==> src/common/flash_ctrl_regs.svh <==
// timing constants for the parallel flash host controller
`ifndef FLASH_CTRL_REGS_SVH
`define FLASH_CTRL_REGS_SVH

`define CLK_PERIOD_NS      25
`define T_RESET_LOW_NS     500
`define T_RESET_LOW_CYC    ((`T_RESET_LOW_NS + `CLK_PERIOD_NS - 1) / `CLK_PERIOD_NS)
`define T_READY_US         20
`define T_READY_CYC        ((`T_READY_US * 1000 + `CLK_PERIOD_NS - 1) / `CLK_PERIOD_NS)
`define T_RH_NS            50
`define T_RH_CYC           ((`T_RH_NS + `CLK_PERIOD_NS - 1) / `CLK_PERIOD_NS)
`define T_BUSY_NS          90
`define T_BUSY_CYC         ((`T_BUSY_NS + `CLK_PERIOD_NS - 1) / `CLK_PERIOD_NS)
`define T_ACC_CYC          4
`define T_WP_CYC           2
`define POLL_BIT           7
`define TOGGLE_BIT         6
`define SECTOR_LSB         16
`define SECTOR_MSB         20
`define ERASED_BYTE        8'hff

`endif

==> src/common/flash_ctrl_pkg.sv <==
// types for the parallel flash host controller
package flash_ctrl_pkg;

    typedef enum logic [1:0] {
        OP_PROGRAM,
        OP_CHIP_ERASE,
        OP_SECTOR_ERASE,
        OP_READ
    } flash_op_t;

    typedef struct packed {
        flash_op_t   op;
        logic [20:0] addr;
        logic [7:0]  data;
    } flash_req_t;

    typedef struct packed {
        logic [20:0] addr;
        logic [7:0]  dout;
        logic        dout_en;
        logic        ce_n;
        logic        oe_n;
        logic        we_n;
        logic        reset_n;
    } flash_pins_t;

endpackage : flash_ctrl_pkg

==> src/rtl/flash_bus_cycle.sv <==
// one timed read or write cycle on the flash pins
`timescale 1ns/100ps
`default_nettype none
`include "flash_ctrl_regs.svh"

module flash_bus_cycle
    import flash_ctrl_pkg::*;
(
    input  wire logic        clk_sys_i,
    input  wire logic        reset_n_i,
    input  wire logic        start_i,
    input  wire logic        write_i,
    input  wire logic [20:0] addr_i,
    input  wire logic [7:0]  wdata_i,
    input  wire logic [7:0]  din_i,
    output logic             done_o,
    output logic [7:0]       rdata_o,
    output logic [20:0]      addr_o,
    output logic [7:0]       dout_o,
    output logic             dout_en_o,
    output logic             ce_n_o,
    output logic             oe_n_o,
    output logic             we_n_o
);

    // ========================================================
    // cycle timer
    logic [2:0]  cnt_q, cnt_d;
    logic        act_q, act_d, wr_q, wr_d, done_q, done_d;
    logic [20:0] addr_q, addr_d;
    logic [7:0]  wd_q, wd_d, rd_q, rd_d;

    // next values of the cycle
    always_comb begin
        cnt_d  = cnt_q;
        act_d  = act_q;
        wr_d   = wr_q;
        addr_d = addr_q;
        wd_d   = wd_q;
        rd_d   = rd_q;
        done_d = 1'b0;
        if (!act_q && start_i) begin
            act_d  = 1'b1;
            wr_d   = write_i;
            addr_d = addr_i;
            wd_d   = wdata_i;
            cnt_d  = '0;
        end else if (act_q) begin
            cnt_d = cnt_q + 3'h1;
            if (wr_q ? (cnt_q == 3'(`T_WP_CYC))
                     : (cnt_q == 3'(`T_ACC_CYC))) begin
                act_d  = 1'b0;
                done_d = 1'b1;
                if (!wr_q) rd_d = din_i;
            end
        end
    end

    always_ff @(posedge clk_sys_i or negedge reset_n_i) begin
        if (!reset_n_i) begin
            cnt_q  <= '0;
            act_q  <= 1'b0;
            wr_q   <= 1'b0;
            done_q <= 1'b0;
            addr_q <= '0;
            wd_q   <= '0;
            rd_q   <= '0;
        end else begin
            cnt_q  <= cnt_d;
            act_q  <= act_d;
            wr_q   <= wr_d;
            done_q <= done_d;
            addr_q <= addr_d;
            wd_q   <= wd_d;
            rd_q   <= rd_d;
        end
    end

    // pin drive; we low only inside the pulse, data held one cycle past
    assign done_o    = done_q;
    assign rdata_o   = rd_q;
    assign addr_o    = addr_q;
    assign dout_o    = wd_q;
    assign dout_en_o = act_q && wr_q;
    assign ce_n_o    = !act_q;
    assign oe_n_o    = !(act_q && !wr_q);
    assign we_n_o    = !(act_q && wr_q && cnt_q != 3'(`T_WP_CYC));

endmodule : flash_bus_cycle
`default_nettype wire

==> src/rtl/flash_host_ctrl.sv <==
// host controller: issues program and erase, polls status, hard reset
//
// Notes on behaviour
// device programs and verifies one byte; host runs no verify loop
// during program, poll bit reads inverse of written bit 7
// bit 6 toggles during program and erase as a status bit
// host polls status until done before any normal read
// chip erase erases and verifies everything internally
// poll bit reads 0 while erasing, 1 when done
// sector erase carries the sector on address bits 16 to 20
// device aborts within 20 us after reset pin goes low
// host holds reset pin low at least 500 ns
// host waits at least 50 ns after reset release before reading
// ready/busy goes low within 90 ns of a valid command
// toggle bit flips every read while busy, then array data returns
`timescale 1ns/100ps
`default_nettype none
`include "flash_ctrl_regs.svh"

module flash_host_ctrl
    import flash_ctrl_pkg::*;
#(
    parameter int unsigned READY_CYC = `T_READY_CYC
) (
    input  wire logic        clk_sys_i,
    input  wire logic        reset_n_i,
    input  wire logic        req_valid_i,
    output logic             req_ready_o,
    input  wire flash_req_t  req_i,
    input  wire logic        hard_reset_i,
    output logic             done_o,
    output logic [7:0]       rdata_o,
    output logic             busy_o,
    input  wire logic [7:0]  flash_din_i,
    input  wire logic        ready_busy_n_i,
    output flash_pins_t      flash_o
);

    // ========================================================
    // sequencer state
    typedef enum logic [2:0] {
        ST_IDLE, ST_CMD, ST_CMD_WAIT, ST_POLL, ST_POLL_WAIT,
        ST_READ_WAIT, ST_RST_LOW, ST_RST_REC
    } seq_state_t;

    seq_state_t  st_q, st_d;
    flash_req_t  req_q, req_d;
    logic [2:0]  step_q, step_d;
    logic [2:0]  nsteps;
    logic        tog_vld_q, tog_vld_d, tog_q, tog_d;
    logic        done_q, done_d;
    logic [7:0]  rdata_q, rdata_d;
    logic [15:0] tmr_q, tmr_d;
    logic        cyc_start, cyc_write, cyc_done;
    logic [20:0] cyc_addr;
    logic [7:0]  cyc_wdata, cyc_rdata;
    logic [20:0] pin_addr;
    logic [7:0]  pin_dout;
    logic        pin_den, pin_ce_n, pin_oe_n, pin_we_n;
    logic        poll_ok;

    // ========================================================
    // unlock and command write table
    always_comb begin
        nsteps    = (req_q.op == OP_PROGRAM) ? 3'h4 : 3'h6;
        cyc_addr  = 21'h000000;
        cyc_wdata = 8'h00;
        case (step_q)
            3'h0: begin cyc_addr = 21'h000aaa; cyc_wdata = 8'haa; end
            3'h1: begin cyc_addr = 21'h000555; cyc_wdata = 8'h55; end
            3'h2: begin
                cyc_addr  = 21'h000aaa;
                cyc_wdata = (req_q.op == OP_PROGRAM) ? 8'ha0 : 8'h80;
            end
            3'h3: begin
                if (req_q.op == OP_PROGRAM) begin
                    cyc_addr  = req_q.addr;   // one byte, device verifies
                    cyc_wdata = req_q.data;
                end else begin
                    cyc_addr  = 21'h000aaa;
                    cyc_wdata = 8'haa;
                end
            end
            3'h4: begin cyc_addr = 21'h000555; cyc_wdata = 8'h55; end
            3'h5: begin
                if (req_q.op == OP_SECTOR_ERASE) begin
                    cyc_addr  = {req_q.addr[`SECTOR_MSB:`SECTOR_LSB],
                                 16'h0000};   // sector select
                    cyc_wdata = 8'h30;
                end else begin
                    cyc_addr  = 21'h000aaa;   // whole array
                    cyc_wdata = 8'h10;
                end
            end
            default: begin
                cyc_addr  = req_q.addr;
                cyc_wdata = 8'h00;
            end
        endcase
        // a read starts from idle, before req_q holds the new request
        if (st_q == ST_IDLE)
            cyc_addr = req_i.addr;
        else if (st_q == ST_POLL || st_q == ST_POLL_WAIT ||
                 st_q == ST_READ_WAIT)
            cyc_addr = req_q.addr;
    end

    // poll bit: program expects true bit 7, erase expects 1
    assign poll_ok = (req_q.op == OP_PROGRAM)
        ? (cyc_rdata[`POLL_BIT] == req_q.data[`POLL_BIT])
        : cyc_rdata[`POLL_BIT];

    // ========================================================
    // sequencer next state
    always_comb begin
        st_d      = st_q;
        req_d     = req_q;
        step_d    = step_q;
        tog_vld_d = tog_vld_q;
        tog_d     = tog_q;
        done_d    = 1'b0;
        rdata_d   = rdata_q;
        tmr_d     = tmr_q;
        cyc_start = 1'b0;
        cyc_write = 1'b0;
        case (st_q)
            ST_IDLE: begin
                if (hard_reset_i) begin
                    st_d  = ST_RST_LOW;
                    tmr_d = '0;
                end else if (req_valid_i) begin
                    req_d = req_i;
                    step_d = '0;
                    tog_vld_d = 1'b0;
                    if (req_i.op == OP_READ) begin
                        st_d = ST_READ_WAIT;
                        cyc_start = 1'b1;
                    end else begin
                        st_d = ST_CMD;
                    end
                end
            end
            ST_CMD: begin
                cyc_start = 1'b1;
                cyc_write = 1'b1;
                st_d = ST_CMD_WAIT;
            end
            ST_CMD_WAIT: begin
                if (cyc_done) begin
                    step_d = step_q + 3'h1;
                    st_d = (step_q == nsteps - 3'h1) ? ST_POLL : ST_CMD;
                    tmr_d = '0;
                end
            end
            ST_POLL: begin
                // let ready/busy settle before the first status read
                if (tmr_q >= 16'(`T_BUSY_CYC)) begin
                    cyc_start = 1'b1;
                    st_d = ST_POLL_WAIT;
                end else begin
                    tmr_d = tmr_q + 16'h0001;
                end
            end
            ST_POLL_WAIT: begin
                // keep reading status until both checks agree
                if (cyc_done) begin
                    tog_vld_d = 1'b1;
                    tog_d = cyc_rdata[`TOGGLE_BIT];
                    if (poll_ok && tog_vld_q &&
                        cyc_rdata[`TOGGLE_BIT] == tog_q) begin
                        st_d = ST_IDLE;
                        done_d = 1'b1;
                        rdata_d = cyc_rdata;
                    end else begin
                        st_d = ST_POLL;
                    end
                end
            end
            ST_READ_WAIT: begin
                if (cyc_done) begin
                    st_d = ST_IDLE;
                    done_d = 1'b1;
                    rdata_d = cyc_rdata;
                end
            end
            ST_RST_LOW: begin
                // hold reset low long enough for abort
                if (tmr_q >= 16'(`T_RESET_LOW_CYC) &&
                    tmr_q >= 16'(READY_CYC)) begin
                    st_d = ST_RST_REC;
                    tmr_d = '0;
                end else begin
                    tmr_d = tmr_q + 16'h0001;
                end
            end
            ST_RST_REC: begin
                // recovery before the next read access
                if (tmr_q >= 16'(`T_RH_CYC)) begin
                    st_d = ST_IDLE;
                    done_d = 1'b1;
                end else begin
                    tmr_d = tmr_q + 16'h0001;
                end
            end
            default: st_d = ST_IDLE;
        endcase
    end

    always_ff @(posedge clk_sys_i or negedge reset_n_i) begin
        if (!reset_n_i) begin
            st_q      <= ST_IDLE;
            req_q     <= '0;
            step_q    <= '0;
            tog_vld_q <= 1'b0;
            tog_q     <= 1'b0;
            done_q    <= 1'b0;
            rdata_q   <= '0;
            tmr_q     <= '0;
        end else begin
            st_q      <= st_d;
            req_q     <= req_d;
            step_q    <= step_d;
            tog_vld_q <= tog_vld_d;
            tog_q     <= tog_d;
            done_q    <= done_d;
            rdata_q   <= rdata_d;
            tmr_q     <= tmr_d;
        end
    end

    // ========================================================
    // pin cycle engine
    flash_bus_cycle u_cycle (
        .clk_sys_i (clk_sys_i),
        .reset_n_i (reset_n_i),
        .start_i   (cyc_start),
        .write_i   (cyc_write),
        .addr_i    (cyc_addr),
        .wdata_i   (cyc_wdata),
        .din_i     (flash_din_i),
        .done_o    (cyc_done),
        .rdata_o   (cyc_rdata),
        .addr_o    (pin_addr),
        .dout_o    (pin_dout),
        .dout_en_o (pin_den),
        .ce_n_o    (pin_ce_n),
        .oe_n_o    (pin_oe_n),
        .we_n_o    (pin_we_n)
    );

    // outputs
    always_comb begin
        flash_o.addr    = pin_addr;
        flash_o.dout    = pin_dout;
        flash_o.dout_en = pin_den;
        flash_o.ce_n    = pin_ce_n;
        flash_o.oe_n    = pin_oe_n;
        flash_o.we_n    = pin_we_n;
        flash_o.reset_n = (st_q != ST_RST_LOW);
    end

    assign req_ready_o = (st_q == ST_IDLE) && !hard_reset_i;
    assign done_o      = done_q;
    assign rdata_o     = rdata_q;
    assign busy_o      = (st_q != ST_IDLE) || !ready_busy_n_i;

endmodule : flash_host_ctrl
`default_nettype wire

==> config.mk <==
export PLATFORM = sky130hd
export DESIGN_NAME = flash_host_ctrl
export DESIGN_NICKNAME = d
export VERILOG_FILES = /design/src/common/flash_ctrl_pkg.sv /design/src/rtl/flash_bus_cycle.sv /design/src/rtl/flash_host_ctrl.sv
export VERILOG_INCLUDE_DIRS = /design/src /design/src/common
export SDC_FILE = /design/constraint.sdc
export NUM_CORES = 1
export LEC_CHECK = 0
export BUFFER_PORTS_ARGS = -buffer_cell sky130_fd_sc_hd__buf_4
export CAP_MARGIN = 20
export CELL_PAD_IN_SITES_DETAIL_PLACEMENT = 2
export CELL_PAD_IN_SITES_GLOBAL_PLACEMENT = 2
export CORE_MARGIN = 2
export CORE_UTILIZATION = 40
export DETAILED_ROUTE_END_ITERATION = 10
export HOLD_SLACK_MARGIN = 0.12
export PLACE_DENSITY_LB_ADDON = 0.1
export SLEW_MARGIN = 20
export SYNTH_ARGS = -nofsm -noshare
export SYNTH_HDL_FRONTEND = slang
export SYNTH_HIERARCHICAL = 1
export SYNTH_SLANG_ARGS = --single-unit
==> constraint.sdc <==
create_clock -name clk_sys_i -period 6.65 [get_ports clk_sys_i]
set_input_delay 0.3325 -clock clk_sys_i [delete_from_list [all_inputs] [get_ports clk_sys_i]]
set_output_delay 0.3325 -clock clk_sys_i [all_outputs]
set_load 0.05 [all_outputs]
# Yosys cells after proc, flatten, opt, wreduce, memory -nomap -nowiden
# Cells that the tools add are included.
totals:
  word_cells: 159
  input_bits: 44
  out_inout_bits: 45
  register_bits: 107
classes:
  n_bitwise: 3
  add_sub_neg: 4
  magnitude_cmp: 4
  muxes: 61
  reduce_logical: 36
  n_eq_ne: 34
op_table:
  columns: ["op", "count"]
  rows:
  - ["21-bit two-way mux", 4]
  - ["21-bit one-hot mux with 4 select lines", 1]
  - ["16-bit two-way mux", 5]
  - ["16-bit one-hot mux with 5 select lines", 1]
  - ["3-bit two-way mux", 14]
  - ["8-bit one-hot mux with 5 select lines", 1]
  - ["8-bit two-way mux", 4]
  - ["3-bit one-hot mux with 8 select lines", 1]
  - ["3-bit equality test, second input constant", 7]
  - ["1-bit two-way mux", 20]
  - ["16-bit by 1-bit adder with 16-bit output, second input constant", 1]
  - ["16-bit by 10-bit greater-or-equal comparator with 1-bit output, second input constant", 1]
  - ["16-bit by 2-bit greater-or-equal comparator with 1-bit output, second input constant", 1]
  - ["16-bit by 3-bit greater-or-equal comparator with 1-bit output, second input constant", 1]
  - ["16-bit by 5-bit greater-or-equal comparator with 1-bit output, second input constant", 1]
  - ["8-bit one-hot mux with 2 select lines", 1]
  - ["4-bit AND reduction", 4]
  - ["3-bit by 2-bit equality test with 1-bit output, second input constant", 5]
  - ["2-bit inequality test, second input constant", 7]
  - ["6-bit two-way mux", 2]
  - ["2-bit by 1-bit inequality test with 1-bit output, second input constant", 5]
  - ["1-bit logical AND", 8]
  - ["2-bit nonzero test", 4]
  - ["7-bit AND reduction", 1]
  - ["23 further kinds", 42]

# Longest topological paths before layout
depth:
  depth_word: 8
  ltp_mapped: 10
  ltp_nobuf: 8

# Hierarchy
# Netlist, hierarchy kept.
by_module_without_submodules:
  columns: ["mod", "seq_area_each_um2", "area_each_um2", "instances", "cells_per_inst"]
  rows:
  - ["flash_host_ctrl", 1601.5, 3761.1, 1, 379]
  - ["flash_bus_cycle", 1076.0, 1694.1, 1, 107]

# Least setup slack after synthesis
# No wires, ideal clock.
synth_timing:
  path_type: "reg2reg"
  start: "register st_q[0]"
  end: "register u_cycle.addr_q[0], in the netlist u_cycle/addr_o[0]"
  setup_ns: 0.125
  path_stages_with_launch: 10
  setup_slack_ns: 3.390
  t_arrival_ns: 3.135
  n_path_buf: 3
  cell_sequence: "dfrtp_1 > clkbuf_1 > or3_1 > nor2_1 > nand2_2 > buf_2 > o21ai_0 > nor2b_1 > buf_1 > mux2_2"
synth_between:
  word_cells_on_any_way: 11
synth_rtl:
  columns: ["item", "line", "source"]
  rows:
  - ["start, declared", "flash_host_ctrl.sv:46", "seq_state_t st_q, st_d;"]
  - ["start signal, assigned", "flash_host_ctrl.sv:220", "st_q <= st_d;"]
  - ["3-bit by 2-bit equality test with 1-bit output, or another cell as far along", "flash_host_ctrl.sv:126", "case (st_q)"]
  - ["1-bit one-hot mux with 3 select lines (*)", "flash_host_ctrl.sv:126", null]
  - ["via cyc_start", "flash_host_ctrl.sv:54", "logic cyc_start, cyc_write, cyc_done;"]
  - ["1-bit logical AND (*)", "flash_bus_cycle.sv:42", "if (!act_q && start_i) begin"]
  - ["end signal, assigned", "flash_bus_cycle.sv:73", "addr_q <= addr_d;"]
  - ["end, declared", "flash_bus_cycle.sv:30", "logic [20:0] addr_q, addr_d;"]
# Mark *: on every way through the listed nets, which the timed path passes. The rest lies on a longest branch.
# A chain may end at the register's enable or synchronous reset.

# Worst setup path after layout
layout_timing:
  start: "register st_q[2]"
  end: "register u_cycle.addr_q[12], in the netlist u_cycle/addr_o[12]"
# The elaborated chain is that of the path after synthesis.

==> impl_metrics.json <==
{
  "outcome": "completed",
  "initial_core_util_pct": 41.03,
  "clockBufferDepth": 2,
  "min_period_over_period_pct": 54.65,
  "insertion_delay_ns": 0.35,
  "worst_pin_slew_ns": 1.108,
  "setup_viol_count_final": 0,
  "cts.repair.resized": 0,
  "die-area_sq_um": 14590,
  "synthCells": 486,
  "p_sw_share_pct": 45.61,
  "p_leak_nw": 3.050,
  "dp_cells": 725,
  "p_per_area_nw_per_um2": 529.8,
  "layout-drive-gt1-share_pct": 31.10,
  "grt_pass1_vias": 4501,
  "syn_area_sq_um": 5455,
  "die_x_microns": 120.8,
  "p_switching_mw": 1.574,
  "internal_power_mw": 1.877,
  "synth_seq_area_share_pct": 49.08,
  "gr-total-overflow": 0,
  "worstSetupPathType": "register to register",
  "start_kind": "register",
  "min_path_type": "input pin to register",
  "rows": 42,
  "synthArstFlopShare_pct": 100.0,
  "critical_path.max_fanout": 36,
  "gp_congestion": 0.8127,
  "htree_levels": 3,
  "synth_edf_count": 0,
  "antenna_found_initial": 0,
  "combPwrFrac_pct": 49.9,
  "cts.sinks": 107,
  "dr.pass1.iters": 4,
  "pin_count": 89,
  "p_seq_share_pct": 34.1,
  "maxSlewViolCount": 0,
  "diodes": 0,
  "setup_tns_ns": 0,
  "fmax_ghz": 0.2752,
  "ys_types": 64,
  "cts_tree": "built",
  "wl_per_cell_microns": 20.33,
  "ys.flop_type": "dfrtp_1",
  "grt_max_degree": 59,
  "critPathRequiredTime_ns": 6.88,
  "clk_pin_slew_ns": 0.07,
  "most-common-layout-cells": "107 x dfrtp_1, 92 x buf_4, 38 x mux2_2, 38 x nand2_1, 35 x nor2_1",
  "fin_cells": 742,
  "relSlewSlack_pct": 26.10,
  "detail-route-antenna-nets": 0,
  "whs_ns": 0.1858,
  "fp.coreArea_sq_um": 13300,
  "final.min_clock_period_ns": 3.634,
  "grt_pass1_wl_microns": 24840,
  "dp_hpwl_microns": 10690,
  "io_buffers": 88,
  "routed_wl_microns": 15090,
  "synth-seq-cells": 107,
  "syn_avg_cell_area_sq_um": 11.22,
  "root_buffer": "clkbuf_16",
  "hold_viol_final": 0,
  "drv_cap": 0,
  "die_y_microns": 120.8,
  "clock_skew_ns": 0.005475,
  "grt_setup_unrepaired": "false",
  "nets": 614,
  "route.vias.total": 4053,
  "cp-end-kind": "register",
  "syn-num-nets": 539,
  "cts_inserted_buffers": 9,
  "drc": 0,
  "track_usage_pct": 21.96,
  "ys_warn_count": 6,
  "drtIter0Drc": 160,
  "crit_arrival_ns": 3.87,
  "pwr-share-clk_pct": 16.0,
  "final_common_cell": "dfrtp_1",
  "viasPerCell": 5.462,
  "vdd_ir_drop_max_mv": 0.2287,
  "area_growth_pct": 19.40,
  "n_fill_cell": 1366
}
[layer usage]
layer  vias up  part of all wire [%]  global-route usage [%]
li1       1893                     -                       -
met3        11                   2.6                   3.868
met2        58                    53                   38.74
met1      2091                    44                   28.03
met5         -                     0                       0
met4         0                  0.95                   5.160
[registers in the layout, summed over array words and instances, names as in the netlist, 3 cells and up]
register / cells
req_q: 31
u_cycle/addr_o: 21
u_cycle/dout_o: 8
rdata_o: 8
st_q: 3
tmr_q: 16
u_cycle/cnt_q: 3
step_q: 3
u_cycle/rdata_o: 8
[what timing repair did]
item | in CTS | in global routing
setup buffers | 0 | 0
hold buffers | 1 | 0
endpoints found under the hold margin | 49 | 0
setup endpoints to repair | 0 | 0
[final timing paths]
path                                           end      start  depth (start not counted)  slack (ns)
worst max-delay path            u_cycle/addr_o[12]    st_q[2]                          7        3.02
worst min-delay path                      req_q[5]   req_i[5]                          2        0.19
worst max register to register  u_cycle/addr_o[12]    st_q[2]                          7        3.02
worst min register to register           tog_vld_q  tog_vld_q                          1        0.48
max in group asynchronous                req_q[10]  reset_n_i                          3        4.90
min in group asynchronous                tmr_q[13]  reset_n_i                          2        0.54
[metrics by stage]
stage	util (%)	setup WS [ns]	total power [mW]	cell area (sq um)
CTS	48.99	2.984	3.493	6514
floorplan	-	3.390	2.399	5455
global placement	46.62	3.126	2.822	6198
global route	48.99	2.679	3.679	6514
finish	48.99	3.016	3.451	6514
detailed placement	46.62	2.968	2.918	6198
[power groups by stage]
stage	Combinational [mW]	Clock [mW]	Sequential (mW)
6_report	1.72	0.553	1.18
5_1_grt	1.86	0.594	1.22
4_1_cts	1.74	0.571	1.18
3_5_place_dp	1.73	0	1.19
3_3_place_gp	1.66	0	1.16
2_1_floorplan	0.942	0	1.46
[critical path, cell delays in order (launching register included)]
cell and delay, ns:
dfrtp_1 0.63, or3_1 0.67, nor2_1 0.25, nand2_2 0.54, o21ai_0 0.40, nor2b_2 0.18, buf_4 0.37, mux2_2 0.41
[cell families after synthesis]
logic type | synth area share (%)
compound gates | 14.66
mux | 17.59
simple gates | 12.27
flops | 49.08
buf+inv | 4.014
fa+ha+maj | 2.064
xor+xnor | 0.3212
[area by class of cell]
cell class / instances / area, sq um / area share, %
clock buffer: 12 / 256.5 / 3.938
clock inverter: 4 / 48.80 / 0.7491
inverter: 13 / 48.80 / 0.7491
multi-input combinational: 337 / 2561 / 39.32
sequential: 107 / 2678 / 41.11
tap: 176 / 220.2 / 3.381
timing repair buffer: 93 / 700.7 / 10.76
[Yosys cell counts (7+ instances only)]
library cell  instances  area share [%]
o2bb2ai_1             7             1.1
dfrtp_1             107              49
o31ai_1               8             1.1
nor3_1                8            0.73
ha_1                  9             2.1
nand3_1              17             1.6
a21o_1                8             1.1
buf_2                10            0.92
a31oi_1               7            0.80
a21oi_1              17             1.6
mux2_4               16             4.4
mux2_1               25             5.2
o21ai_0              24             2.2
mux2_2               38             7.8
inv_1                13            0.89
buf_4                 7            0.96
nor2_1               35             2.4
nand2_1              38             2.6
Note: power is estimated with default switching activity, not from simulation.
